### src/rps_pkg.sv
package rps_pkg;
    localparam int unsigned ADDR_W     = 12;
    localparam int unsigned DATA_W     = 32;
    localparam int unsigned IN_SEL_W   = 7;
    localparam int unsigned OUT_SEL_W  = 6;
    localparam int unsigned REG_W      = 16;
    localparam int unsigned NUM_REGS   = 16;
    localparam int unsigned IDX_W      = 4;
    localparam int unsigned NUM_SRC    = 122;
    localparam int unsigned NUM_FUNC   = 64;
    localparam int unsigned NUM_IN     = 8;
    localparam int unsigned NUM_OUT    = 17;

    // register indices; byte address is four times the index
    localparam logic [IDX_W-1:0] IDX_SPI2_CD   = 4'h0;
    localparam logic [IDX_W-1:0] IDX_SPI2_SS   = 4'h1;
    localparam logic [IDX_W-1:0] IDX_CAN_RX    = 4'h2;
    localparam logic [IDX_W-1:0] IDX_PWM_SYNC  = 4'h3;
    localparam logic [IDX_W-1:0] IDX_DTC_ONE   = 4'h4;
    localparam logic [IDX_W-1:0] IDX_DTC_23    = 4'h5;
    localparam logic [IDX_W-1:0] IDX_OUT_FIRST = 4'h6;
    localparam logic [IDX_W-1:0] IDX_OUT_LAST  = 4'hf;

    // implemented-bit masks per register layout
    localparam logic [REG_W-1:0] MASK_IN_LO    = 16'h007f;
    localparam logic [REG_W-1:0] MASK_IN_HI    = 16'h7f00;
    localparam logic [REG_W-1:0] MASK_IN_BOTH  = 16'h7f7f;
    localparam logic [REG_W-1:0] MASK_OUT_LO   = 16'h003f;
    localparam logic [REG_W-1:0] MASK_OUT_HI   = 16'h3f00;
    localparam logic [REG_W-1:0] MASK_OUT_BOTH = 16'h3f3f;
    localparam logic [REG_W-1:0] REG_RESET     = 16'h0000;

    localparam int unsigned FLD_LO_POS = 0;
    localparam int unsigned FLD_HI_POS = 8;

    localparam logic [IN_SEL_W-1:0] SEL_GROUND = 7'h00;
    localparam logic [IN_SEL_W-1:0] SEL_COMPARATOR_ONE_OUTPUT   = 7'h01;
    localparam logic [IN_SEL_W-1:0] SEL_PIN121 = 7'h79;
endpackage

### src/rps_cfg_if.sv
`timescale 1ns/1ps
interface rps_cfg_if;
    import rps_pkg::*;
    logic [IN_SEL_W-1:0]  in_sel  [NUM_IN];
    logic [OUT_SEL_W-1:0] out_sel [NUM_OUT];
    modport regs (output in_sel, output out_sel);
    modport mux  (input in_sel, input out_sel);
endinterface

### src/rps_route.sv
`timescale 1ns/1ps
module rps_route
    import rps_pkg::*;
(
    input  wire logic                 pclk,
    input  wire logic                 presetn,
    rps_cfg_if.mux                    cfg,
    input  wire logic [NUM_SRC-1:0]   src,
    input  wire logic [NUM_FUNC-1:0]  func,
    output logic      [NUM_IN-1:0]    periph_in,
    output logic      [NUM_OUT-1:0]   pin_out
);
    // code 0 is the ground source, code 1 the comparator, top code pin 121
    always_ff @(posedge pclk or negedge presetn) begin
        if (!presetn) begin
            periph_in <= '0;
        end else begin
            for (int i = 0; i < NUM_IN; i++) begin
                if (cfg.in_sel[i] == SEL_GROUND) begin
                    periph_in[i] <= 1'b0;
                end else if (cfg.in_sel[i] > SEL_PIN121) begin
                    periph_in[i] <= 1'b0;
                end else begin
                    periph_in[i] <= src[cfg.in_sel[i]];
                end
            end
        end
    end

    // function 0 is "no peripheral", driving the pin output low
    always_ff @(posedge pclk or negedge presetn) begin
        if (!presetn) begin
            pin_out <= '0;
        end else begin
            for (int j = 0; j < NUM_OUT; j++) begin
                if (cfg.out_sel[j] == '0) begin
                    pin_out[j] <= 1'b0;
                end else begin
                    pin_out[j] <= func[cfg.out_sel[j]];
                end
            end
        end
    end
endmodule

### src/rps_top.sv
// Overview of operation
// - each peripheral input select field is seven bits choosing pin or source
// - code zero ties the peripheral input to ground
// - top code selects input-only pin 121; middle codes select others
// - code one selects the first comparator output
// - each output select field is six bits choosing a peripheral function
// - bits without a field ignore writes and read as zero
// - serial data select in low bits, serial clock select in upper byte
// - paired output registers: one pin in bits 13-8, other in 5-0
// - last output register holds pin 120 select in its low six bits
`timescale 1ns/1ps
module rps_top
    import rps_pkg::*;
(
    input  wire logic                        pclk,
    input  wire logic                        presetn,
    input  wire logic                        psel,
    input  wire logic                        penable,
    input  wire logic                        pwrite,
    input  wire logic [rps_pkg::ADDR_W-1:0]  paddr,
    input  wire logic [rps_pkg::DATA_W-1:0]  pwdata,
    input  wire logic [3:0]                  pstrb,
    output logic      [rps_pkg::DATA_W-1:0]  prdata,
    output logic                             pready,
    output logic                             pslverr,
    input  wire logic [rps_pkg::NUM_SRC-1:0]  route_src,
    input  wire logic [rps_pkg::NUM_FUNC-1:0] route_func,
    output logic      [rps_pkg::NUM_IN-1:0]   periph_in,
    output logic      [rps_pkg::NUM_OUT-1:0]  pin_out
);
    import rps_pkg::*;

    logic [REG_W-1:0] regs_r [NUM_REGS];
    logic [IDX_W-1:0] idx;
    logic             mapped;
    logic             wr_en;
    logic [REG_W-1:0] wdata;

    rps_cfg_if cfg ();

    function automatic logic [REG_W-1:0] reg_mask(input logic [IDX_W-1:0] i);
        case (i)
            IDX_SPI2_CD:  reg_mask = MASK_IN_BOTH;
            IDX_SPI2_SS:  reg_mask = MASK_IN_LO;
            IDX_CAN_RX:   reg_mask = MASK_IN_LO;
            IDX_PWM_SYNC: reg_mask = MASK_IN_HI;
            IDX_DTC_ONE:  reg_mask = MASK_IN_HI;
            IDX_DTC_23:   reg_mask = MASK_IN_BOTH;
            4'hd:         reg_mask = MASK_OUT_HI;
            4'he:         reg_mask = MASK_OUT_HI;
            IDX_OUT_LAST: reg_mask = MASK_OUT_LO;
            default:      reg_mask = MASK_OUT_BOTH;
        endcase
    endfunction

    assign idx    = paddr[IDX_W+1:2];
    assign mapped = (paddr[ADDR_W-1:IDX_W+2] == '0)
                    && (paddr[1:0] == 2'h0);
    assign wr_en  = psel && penable && pwrite && mapped;
    assign wdata  = {pstrb[1] ? pwdata[15:8] : regs_r[idx][15:8],
                     pstrb[0] ? pwdata[7:0]  : regs_r[idx][7:0]};

    always_ff @(posedge pclk or negedge presetn) begin
        if (!presetn) begin
            for (int k = 0; k < NUM_REGS; k++) begin
                regs_r[k] <= REG_RESET;
            end
        end else if (wr_en) begin
            regs_r[idx] <= wdata & reg_mask(idx);
        end
    end

    // zero-wait-state slave: pready rises in the first access cycle
    always_ff @(posedge pclk or negedge presetn) begin
        if (!presetn) begin
            pready  <= 1'b0;
            pslverr <= 1'b0;
            prdata  <= '0;
        end else begin
            pready  <= psel && !penable;
            pslverr <= psel && !penable && !mapped;
            if (psel && !penable && !pwrite && mapped) begin
                prdata <= {{(DATA_W-REG_W){1'b0}}, regs_r[idx]};
            end else begin
                prdata <= '0;
            end
        end
    end

    always_comb begin
        cfg.in_sel[0] = regs_r[IDX_SPI2_CD][FLD_HI_POS +: IN_SEL_W];
        cfg.in_sel[1] = regs_r[IDX_SPI2_CD][FLD_LO_POS +: IN_SEL_W];
        cfg.in_sel[2] = regs_r[IDX_SPI2_SS][FLD_LO_POS +: IN_SEL_W];
        cfg.in_sel[3] = regs_r[IDX_CAN_RX][FLD_LO_POS +: IN_SEL_W];
        cfg.in_sel[4] = regs_r[IDX_PWM_SYNC][FLD_HI_POS +: IN_SEL_W];
        cfg.in_sel[5] = regs_r[IDX_DTC_ONE][FLD_HI_POS +: IN_SEL_W];
        cfg.in_sel[6] = regs_r[IDX_DTC_23][FLD_LO_POS +: IN_SEL_W];
        cfg.in_sel[7] = regs_r[IDX_DTC_23][FLD_HI_POS +: IN_SEL_W];
        for (int p = 0; p < 7; p++) begin
            cfg.out_sel[2*p]   = regs_r[IDX_OUT_FIRST + 4'(p)]
                                 [FLD_LO_POS +: OUT_SEL_W];
            cfg.out_sel[2*p+1] = regs_r[IDX_OUT_FIRST + 4'(p)]
                                 [FLD_HI_POS +: OUT_SEL_W];
        end
        cfg.out_sel[14] = regs_r[4'hd][FLD_HI_POS +: OUT_SEL_W];
        cfg.out_sel[15] = regs_r[4'he][FLD_HI_POS +: OUT_SEL_W];
        cfg.out_sel[16] = regs_r[IDX_OUT_LAST][FLD_LO_POS +: OUT_SEL_W];
    end

    rps_route u_route (
        .pclk      (pclk),
        .presetn   (presetn),
        .cfg       (cfg),
        .src       (route_src),
        .func      (route_func),
        .periph_in (periph_in),
        .pin_out   (pin_out)
    );
endmodule

### config.mk
export PLATFORM = sky130hd
export DESIGN_NAME = rps_top
export DESIGN_NICKNAME = d
export VERILOG_FILES = /design/src/rps_pkg.sv /design/src/rps_cfg_if.sv /design/src/rps_route.sv /design/src/rps_top.sv
export SDC_FILE = /design/constraint.sdc
export NUM_CORES = 1
export LEC_CHECK = 0
export ABC_CLOCK_PERIOD_IN_PS = 2550
export BUFFER_PORTS_ARGS = -buffer_cell sky130_fd_sc_hd__buf_2
export CELL_PAD_IN_SITES_DETAIL_PLACEMENT = 0
export CELL_PAD_IN_SITES_GLOBAL_PLACEMENT = 2
export CORE_MARGIN = 8
export CORE_UTILIZATION = 38
export DETAILED_ROUTE_END_ITERATION = 7
export GPL_TIMING_DRIVEN = 0
export PLACE_DENSITY = 0.78
export SYNTH_ARGS = -nofsm -noshare
export SYNTH_HDL_FRONTEND = slang
export SYNTH_SLANG_ARGS = --single-unit
### constraint.sdc
create_clock -name pclk -period 2.55 [get_ports pclk]
set_input_delay 0.51 -clock pclk [delete_from_list [all_inputs] [get_ports pclk]]
set_output_delay 0.51 -clock pclk [all_outputs]
set_load 0.02 [all_outputs]
==> results of run 1 <==
[Yosys cell counts, drive strengths merged, types with 5 or more instances]
cell    instances  share of area
mux2i         161          0.056
nor2b          33         0.0072
nand4          17         0.0037
nand3b          7         0.0018
a311oi          7         0.0021
ha              6         0.0026
nor4            5         0.0011
a31oi           7         0.0015
clkbuf        184          0.024
nand3          39         0.0068
inv            14         0.0018
buf           143          0.032
nor3           12         0.0021
a22o            7         0.0021
a221oi         12         0.0037
nand2         266          0.036
o211ai          6         0.0016
nand2b         11         0.0024
a21oi          36         0.0064
and2           23         0.0050
mux2           32          0.013
o21ai         228          0.046
mux4          614           0.48
nor2           39         0.0051
or3             6         0.0013
dfrtp         265           0.23
a22oi          36         0.0096
[metal layers]
| metal | part of all wire | up-vias |
|---|---|---|
| met5 | 0 | - |
| met4 | 0.083 | 0 |
| met3 | 0.11 | 564 |
| met2 | 0.45 | 2271 |
| met1 | 0.35 | 13400 |
| li1 | - | 9882 |
[layout make-up]
type / instances / area, µm²
clock inverters: 17 / 148
clock buffers: 43 / 946
repair buffers: 289 / 1650
fillers: 6961 / 42000
diodes: 4 / 10.0
inverters: 15 / 56.3
well taps: 978 / 1220
plain buffers: 295 / 1930
flip-flops and latches: 265 / 6700
multi-input cells: 1678 / 20800
[logic make-up after synthesis]
family          Yosys count
fa+ha+maj                 6
flops                   265
compound gates          374
mux                     807
other cells               1
simple gates            473
buf+inv                 342
[worst max-delay path, delay by kind of cell (launching register included)]
kind	cells	cell delay [ns]
muxes	3	1.44
DFF	1	0.51
buffers and inverters	1	0.20
and+or+nand+nor	1	0.16
AOI/OAI and AO/OA	1	0.08
[report_power, final]
part / leakage, nW / internal (mW) / switching, mW / total, mW
Combinational: 7.40 / 0.964 / 1.50 / 2.46
Clock: 0.524 / 2.68 / 2.11 / 4.79
Sequential: 3.61 / 4.21 / 0.00389 / 4.21
[stage by stage]
stage	utilization	power [mW]	hold WS, ns
after floorplan	-	5.41	0.214
after global placement	0.415	6.51	0.458
after detailed placement	0.416	6.56	0.383
after CTS	0.437	11.4	0.189
after global routing	0.443	11.7	0.225
final	0.443	11.5	0.203
[placed cells by master (no fill, tap or decap), types with 8 or more instances in the layout]
cell type  Yosys  final
buf_4         46     77
nor2b_1       33     32
inv_1         14     14
buf_8          2     13
buf_12         0     11
nand3_1       39     28
mux2i_1      161    152
o21ai_1       81     83
mux2_2        32     31
nand2b_1      11     11
nand3_2        0     11
clkbuf_2       0     26
a22oi_1       35     35
nand2_1      255    254
nor2_1        39     37
a21oi_1       35     35
buf_6         15     36
nand4_1       17     17
nand2_4        2     10
a221oi_1      12     10
clkbuf_16      0     35
mux4_2       614    614
buf_2         64    272
dfrtp_2        0     54
o21ai_0      101     99
conb_1         1     18
clkbuf_4       0     15
and2_1        23     23
nor3_1        12     12
dfrtp_1      265    210
mux2i_2        0      8
clkbuf_1     184    129
o21ai_2       46     46
[registers in the layout, summed over array words and instances (netlist names)]
signal	cells
regs_r	66
cfg.in_sel	56
u_route.pin_out	17
pslverr	1
pready	1
u_route.periph_in	8
prdata	14
cfg.out_sel	102
[final timing paths]
path	slack, ns	endpoint	depth (start not counted)
max	-0.0001	cfg.in_sel[8]	6
min	0.20	pready	3
max reg2reg	-0.0001	cfg.in_sel[8]	6
min reg2reg	0.48	regs_r[220]	2
max in group asynchronous	0.60	cfg.in_sel[7]	4
min in group asynchronous	0.40	u_route.pin_out[12]	2
[timing repair]
action	4_1_cts	5_1_grt
buffers inserted	13	21
hold buffers	1	0
gates cloned	1	0
endpoints found under the setup margin	223	167
hold endpoints to repair	28	0
gates resized for setup	178	102
pin swaps	4	1
==> results.md, run 1 <==
- TritonCTS clock tree: built
- Post-synthesis adder-cell area fraction: 0.00261
- Crit-path max cell delay: 0.59 ns
- Area Overhead vs Synth: 16.2%
- Final hold vios: 0
- Placed Instances: 3517
- DR vias: 26100
- # port buffers: 252
- YS warnings: 0
- Failing checks: setup timing
- All-layer global routing usage: 0.324
- Row cnt: 101
- Startpoint Class: register
- Ys async rst share: 1.00
- Design area: 33400 µm²
- Final cell count without fillers: 3584
- Final Max Slew Viols: 0
- CTS clk-pin slew, worst paths: 0.06 ns
- WL/cell: 39.4 µm
- CP max FO: 10
- Synth Instances: 2268
- CTS buffer count: 34
- Nets: 2823
- CTS sink count: 265
- Final setup viols: 1
- Hold WC Path Type: input port to register
- Yosys cell types: 62
- I/O Pins: 298
- Max frequency: 0.392 GHz
- Layout cells sized above 1: 0.502
- Largest family of logic cells by synthesized area: multiplexers
- Worst Tran Pin Value: 0.909 ns
- Syn_area_per_cell: 12.7 µm²
- Relative slew slack: 0.394
- Post-synthesis sequential area ratio: 0.230
- Most Used Layer, Global Route: met2
- Gpl congestion: 1.03
- Synth Area in Compound Gates: 0.0829
- Simple-Gate Fraction of Synth Area: 0.0765
- Pre-CTS setup slack: -1.17 ns
- GRT met3 Usage: 0.0811
- Initial Util: 0.381
- RSZ-0062 raised after global routing: true
- Vias in the first global route: 26300
- DIE AREA: 84800 µm²
- Hold Path Origin: psel
- Max IR drop VDD: 0.359 mV
- Clock root buffer: clkbuf_16
- #FFs+latches synth: 265
- Synthesized area: 28800 µm²
- Max-cap violations: 0
- Placed cell area: 31400 µm²
- Post-synthesis xor/xnor area fraction: 0
- Total gr overflow: 0
- Core box area: 75400 µm²
- Leak: 11.5 nW
- First-pass DRT Iterations: 6
- Drt drc: 0
- Critical Path Slowest Stage Cell: mux4_2
- Worst reg2reg startpoint: cfg.out_sel[37]
- M1 GR Usage: 0.401
- Initial antenna violation count: 7
- Crit path launch: cfg.out_sel[37]
- Post-synth EDFFs: 0
- Crit-path cells: mux4_2 > mux4_2 > mux2_2 > nand2_4 > buf_12 > o21ai_2
- Routed WL: 141 mm
- Worst skew pair latency: 0.56 ns
- Tcrit/Tclk final: 1.00
- CTS max path bufs: 3
- Required time worst endpoint: 2.96 ns
- Die W: 291 µm
- Sum Neg Setup Slack: -0.000110 ns
- Outcome: finished, violations left
- Met2 Track Usage GR: 0.515
- First DRT Iteration DRCs: 3816
- CTS H-tree depth: 2
- Routed vias/inst: 7.30
- Final ANT Viol Nets: 0
- Multiplexer share of the synthesized area: 0.549
- Clock skew: 0.0228 ns
- Detailed Place HPWL: 106 mm
- Pwr dens: 343 nW/µm²
- Crit Path Category: register to register
- Dominant synthesized flop cell: dfrtp_1
- CP arrival: 2.96 ns
- Cell mode on critical path: mux4_2
- Largest net degree at the start of global routing: 121
- Crit end category: register
- Die span in y: 291 µm
- First-pass GRT wire length: 200 mm
- Fin crit period: 2.55 ns
- Fin worst setup slack: -0.000110 ns
No activity file was read; power rests on OpenSTA's default activity.
==> inputs of run 2 (changes only) <==
- ABC_CLOCK_PERIOD_IN_PS: 2550 -> unset
- clock period: 2.55 -> 2.3 ns (I/O delays scaled with it)
==> run 2 against run 1 <==
Against the previous run:
- the run still ends with setup timing left
- combinational power is 24% higher
- sequential power rose by 11%
- register-to-register slack lost 0.26 ns
- setup slack worse by 0.26 ns
- sequential share of layout area down 1.8 points
- critical path depth rose by 2
- hold slack worse by 0.037 ns
- design area increased by 11%
- sequential cell count is the same
- clock power rose by 22%
- global-route usage is 1.3 points higher
- count of clock-buffer cells in the layout increased by 1
- critical path type unchanged
==> results.md, run 2 (synthesis gave the netlist of run 1 again) <==
- Outcome: finished, violations left (unchanged)
- Failing checks: setup timing (unchanged)
- Detailed Place HPWL: 106 mm (about the same)
- Drt drc: 0 (unchanged)
- Leak: 13.3 nW (was 11.5 nW)
- Routed vias/inst: 7.22 (was 7.30)
- Final setup viols: 173 (was 1)
- Die W: 291 µm (unchanged)
- Crit Path Category: register to register (unchanged)
- First-pass GRT wire length: 207 mm (was 200 mm)
- TritonCTS clock tree: built (unchanged)
- CTS sink count: 265 (unchanged)
- Fin worst setup slack: -0.258 ns (was -0.000110 ns)
- Required time worst endpoint: 2.74 ns (was 2.96 ns)
- Relative slew slack: 0.464 (was 0.394)
- Row cnt: 101 (unchanged)
- Final cell count without fillers: 3777 (was 3584)
- Most frequent cells in the layout: mux4_2, buf_2, nand2_1 (unchanged)
- # port buffers: 252 (unchanged)
- Crit end category: register (unchanged)
- Initial antenna violation count: 5 (was 7)
- First DRT Iteration DRCs: 3925 (was 3816)
- Layout cells sized above 1: 0.611 (was 0.502)
- Pwr dens: 365 nW/µm² (was 343 nW/µm²)
- First-pass DRT Iterations: 6 (unchanged)
- I/O Pins: 298 (unchanged)
- Max IR drop VDD: 0.414 mV (was 0.359 mV)
- CP max FO: 5 (was 10)
- RSZ-0062 raised after global routing: true (unchanged)
- Tcrit/Tclk final: 1.11 (was 1.00)
- Clock skew: 0.0264 ns (was 0.0228 ns)
- Pre-CTS setup slack: -1.30 ns (was -1.17 ns)
- Worst skew pair latency: 0.57 ns (was 0.56 ns)
- DR vias: 27300 (was 26100)
- Gpl congestion: 1.05 (was 1.03)
- Startpoint Class: register (unchanged)
- Vias in the first global route: 27300 (was 26300)
- Final ANT Viol Nets: 0 (unchanged)
- Max reg flops: 102 (unchanged)
- Nets: 3013 (was 2823)
- Final Max Slew Viols: 0 (unchanged)
- Core box area: 75400 µm² (unchanged)
- CTS max path bufs: 3 (unchanged)
- Sum Neg Setup Slack: -12.95 ns (was -0.000110 ns)
- Initial Util: 0.381 (unchanged)
- Commonest non-fill, non-tap cell in the layout: mux4_2 (unchanged)
- CP arrival: 3.00 ns (was 2.96 ns)
- Fin crit period: 2.56 ns (was 2.55 ns)
- WL/cell: 39.4 µm (about the same)
- Largest net degree at the start of global routing: 116 (was 121)
- Routed WL: 149 mm (was 141 mm)
- All-layer global routing usage: 0.338 (was 0.324)
- Max frequency: 0.391 GHz (was 0.392 GHz)
- Total gr overflow: 0 (unchanged)
- Final hold vios: 0 (unchanged)
- Clock root buffer: clkbuf_16 (unchanged)
- Placed Instances: 3517 (unchanged)
- Worst Tran Pin Value: 0.804 ns (was 0.909 ns)
- Hold WC Path Type: input port to register (unchanged)
- CTS H-tree depth: 2 (unchanged)
- DIE AREA: 84800 µm² (unchanged)
- Final core occ: 0.492 (was 0.443)
- Area Overhead vs Synth: 29.1% (was 16.2%)
- CTS clk-pin slew, worst paths: 0.07 ns (was 0.06 ns)
- Die span in y: 291 µm (unchanged)
- CTS buffer count: 34 (unchanged)
- Max-cap violations: 0 (unchanged)
## run 2: changes by cell type in the layout (fill, tap and decap cells not counted), sizes merged
cell           change
bufinv             +4
clkbuf             -5
clkinvlp           -2
buf              +195
clkdlybuf4s15      +1
diode              +2
clkinv             -2
## run 2: metal layers
layer / global-route usage / routed length (µm)
met5: 0 / 13
met4: 0.224 / 13400
met2: 0.530 / 67700
met1: 0.406 / 51000
met3: 0.0919 / 16800
## run 2: worst paths after layout
path / cells after the start / to / start / slack [ns]
worst max-delay path: 8 / cfg.out_sel[84] / cfg.out_sel[48] / -0.26
worst min-delay path: 3 / pready / psel / 0.17
worst max register to register: 8 / cfg.out_sel[84] / cfg.out_sel[48] / -0.26
worst min register to register: 2 / regs_r[194] / regs_r[194] / 0.48
max in group asynchronous: 4 / cfg.out_sel[98] / presetn / 0.29
min in group asynchronous: 2 / cfg.out_sel[16] / presetn / 0.44
## run 2: power breakdown
| part | total (mW) | switching (mW) | internal (mW) |
|---|---|---|---|
| combinational | 3.06 | 1.81 | 1.25 |
| clock | 5.83 | 2.40 | 3.43 |
| sequential | 4.67 | 0.00288 | 4.67 |
## run 2: layout make-up
cell class	instances	area (µm²)
diodes	6	15.0
plain buffers	278	2300
clock buffers	44	948
clock inverters	17	260
fillers	6688	38300
inverters	15	63.8
multi-input cells	1678	21600
flip-flops and latches	265	6760
well taps	978	1220
repair buffers	496	3950
## run 2: worst max-delay path: stages, from the launching register on
cell and delay, ns:
dfrtp_1 0.39, buf_8 0.13, mux4_2 0.55, mux4_2 0.57, mux2_4 0.34, nand2_8 0.11, buf_12 0.11, buf_12 0.13
o21ai_2 0.07
## run 2: stage by stage
| step | area, µm² | total power [mW] | hold slack [ns] |
|---|---|---|---|
| 6_report | 37200 | 13.6 | 0.166 |
| 5_1_grt | 37100 | 13.8 | 0.177 |
| 4_1_cts | 35800 | 13.4 | 0.147 |
| 3_5_place_dp | 31600 | 7.32 | 0.453 |
| 3_3_place_gp | 31600 | 7.26 | 0.457 |
| 2_1_floorplan | 29100 | 6.04 | 0.164 |
## run 2: repair_timing
action	in CTS	in global routing
hold buffers	1	0
buffers inserted	145	77
gates resized for setup	506	249
endpoints found under the hold margin	59	0
setup endpoints to repair	233	229
gates cloned	12	9
pin swaps	33	44
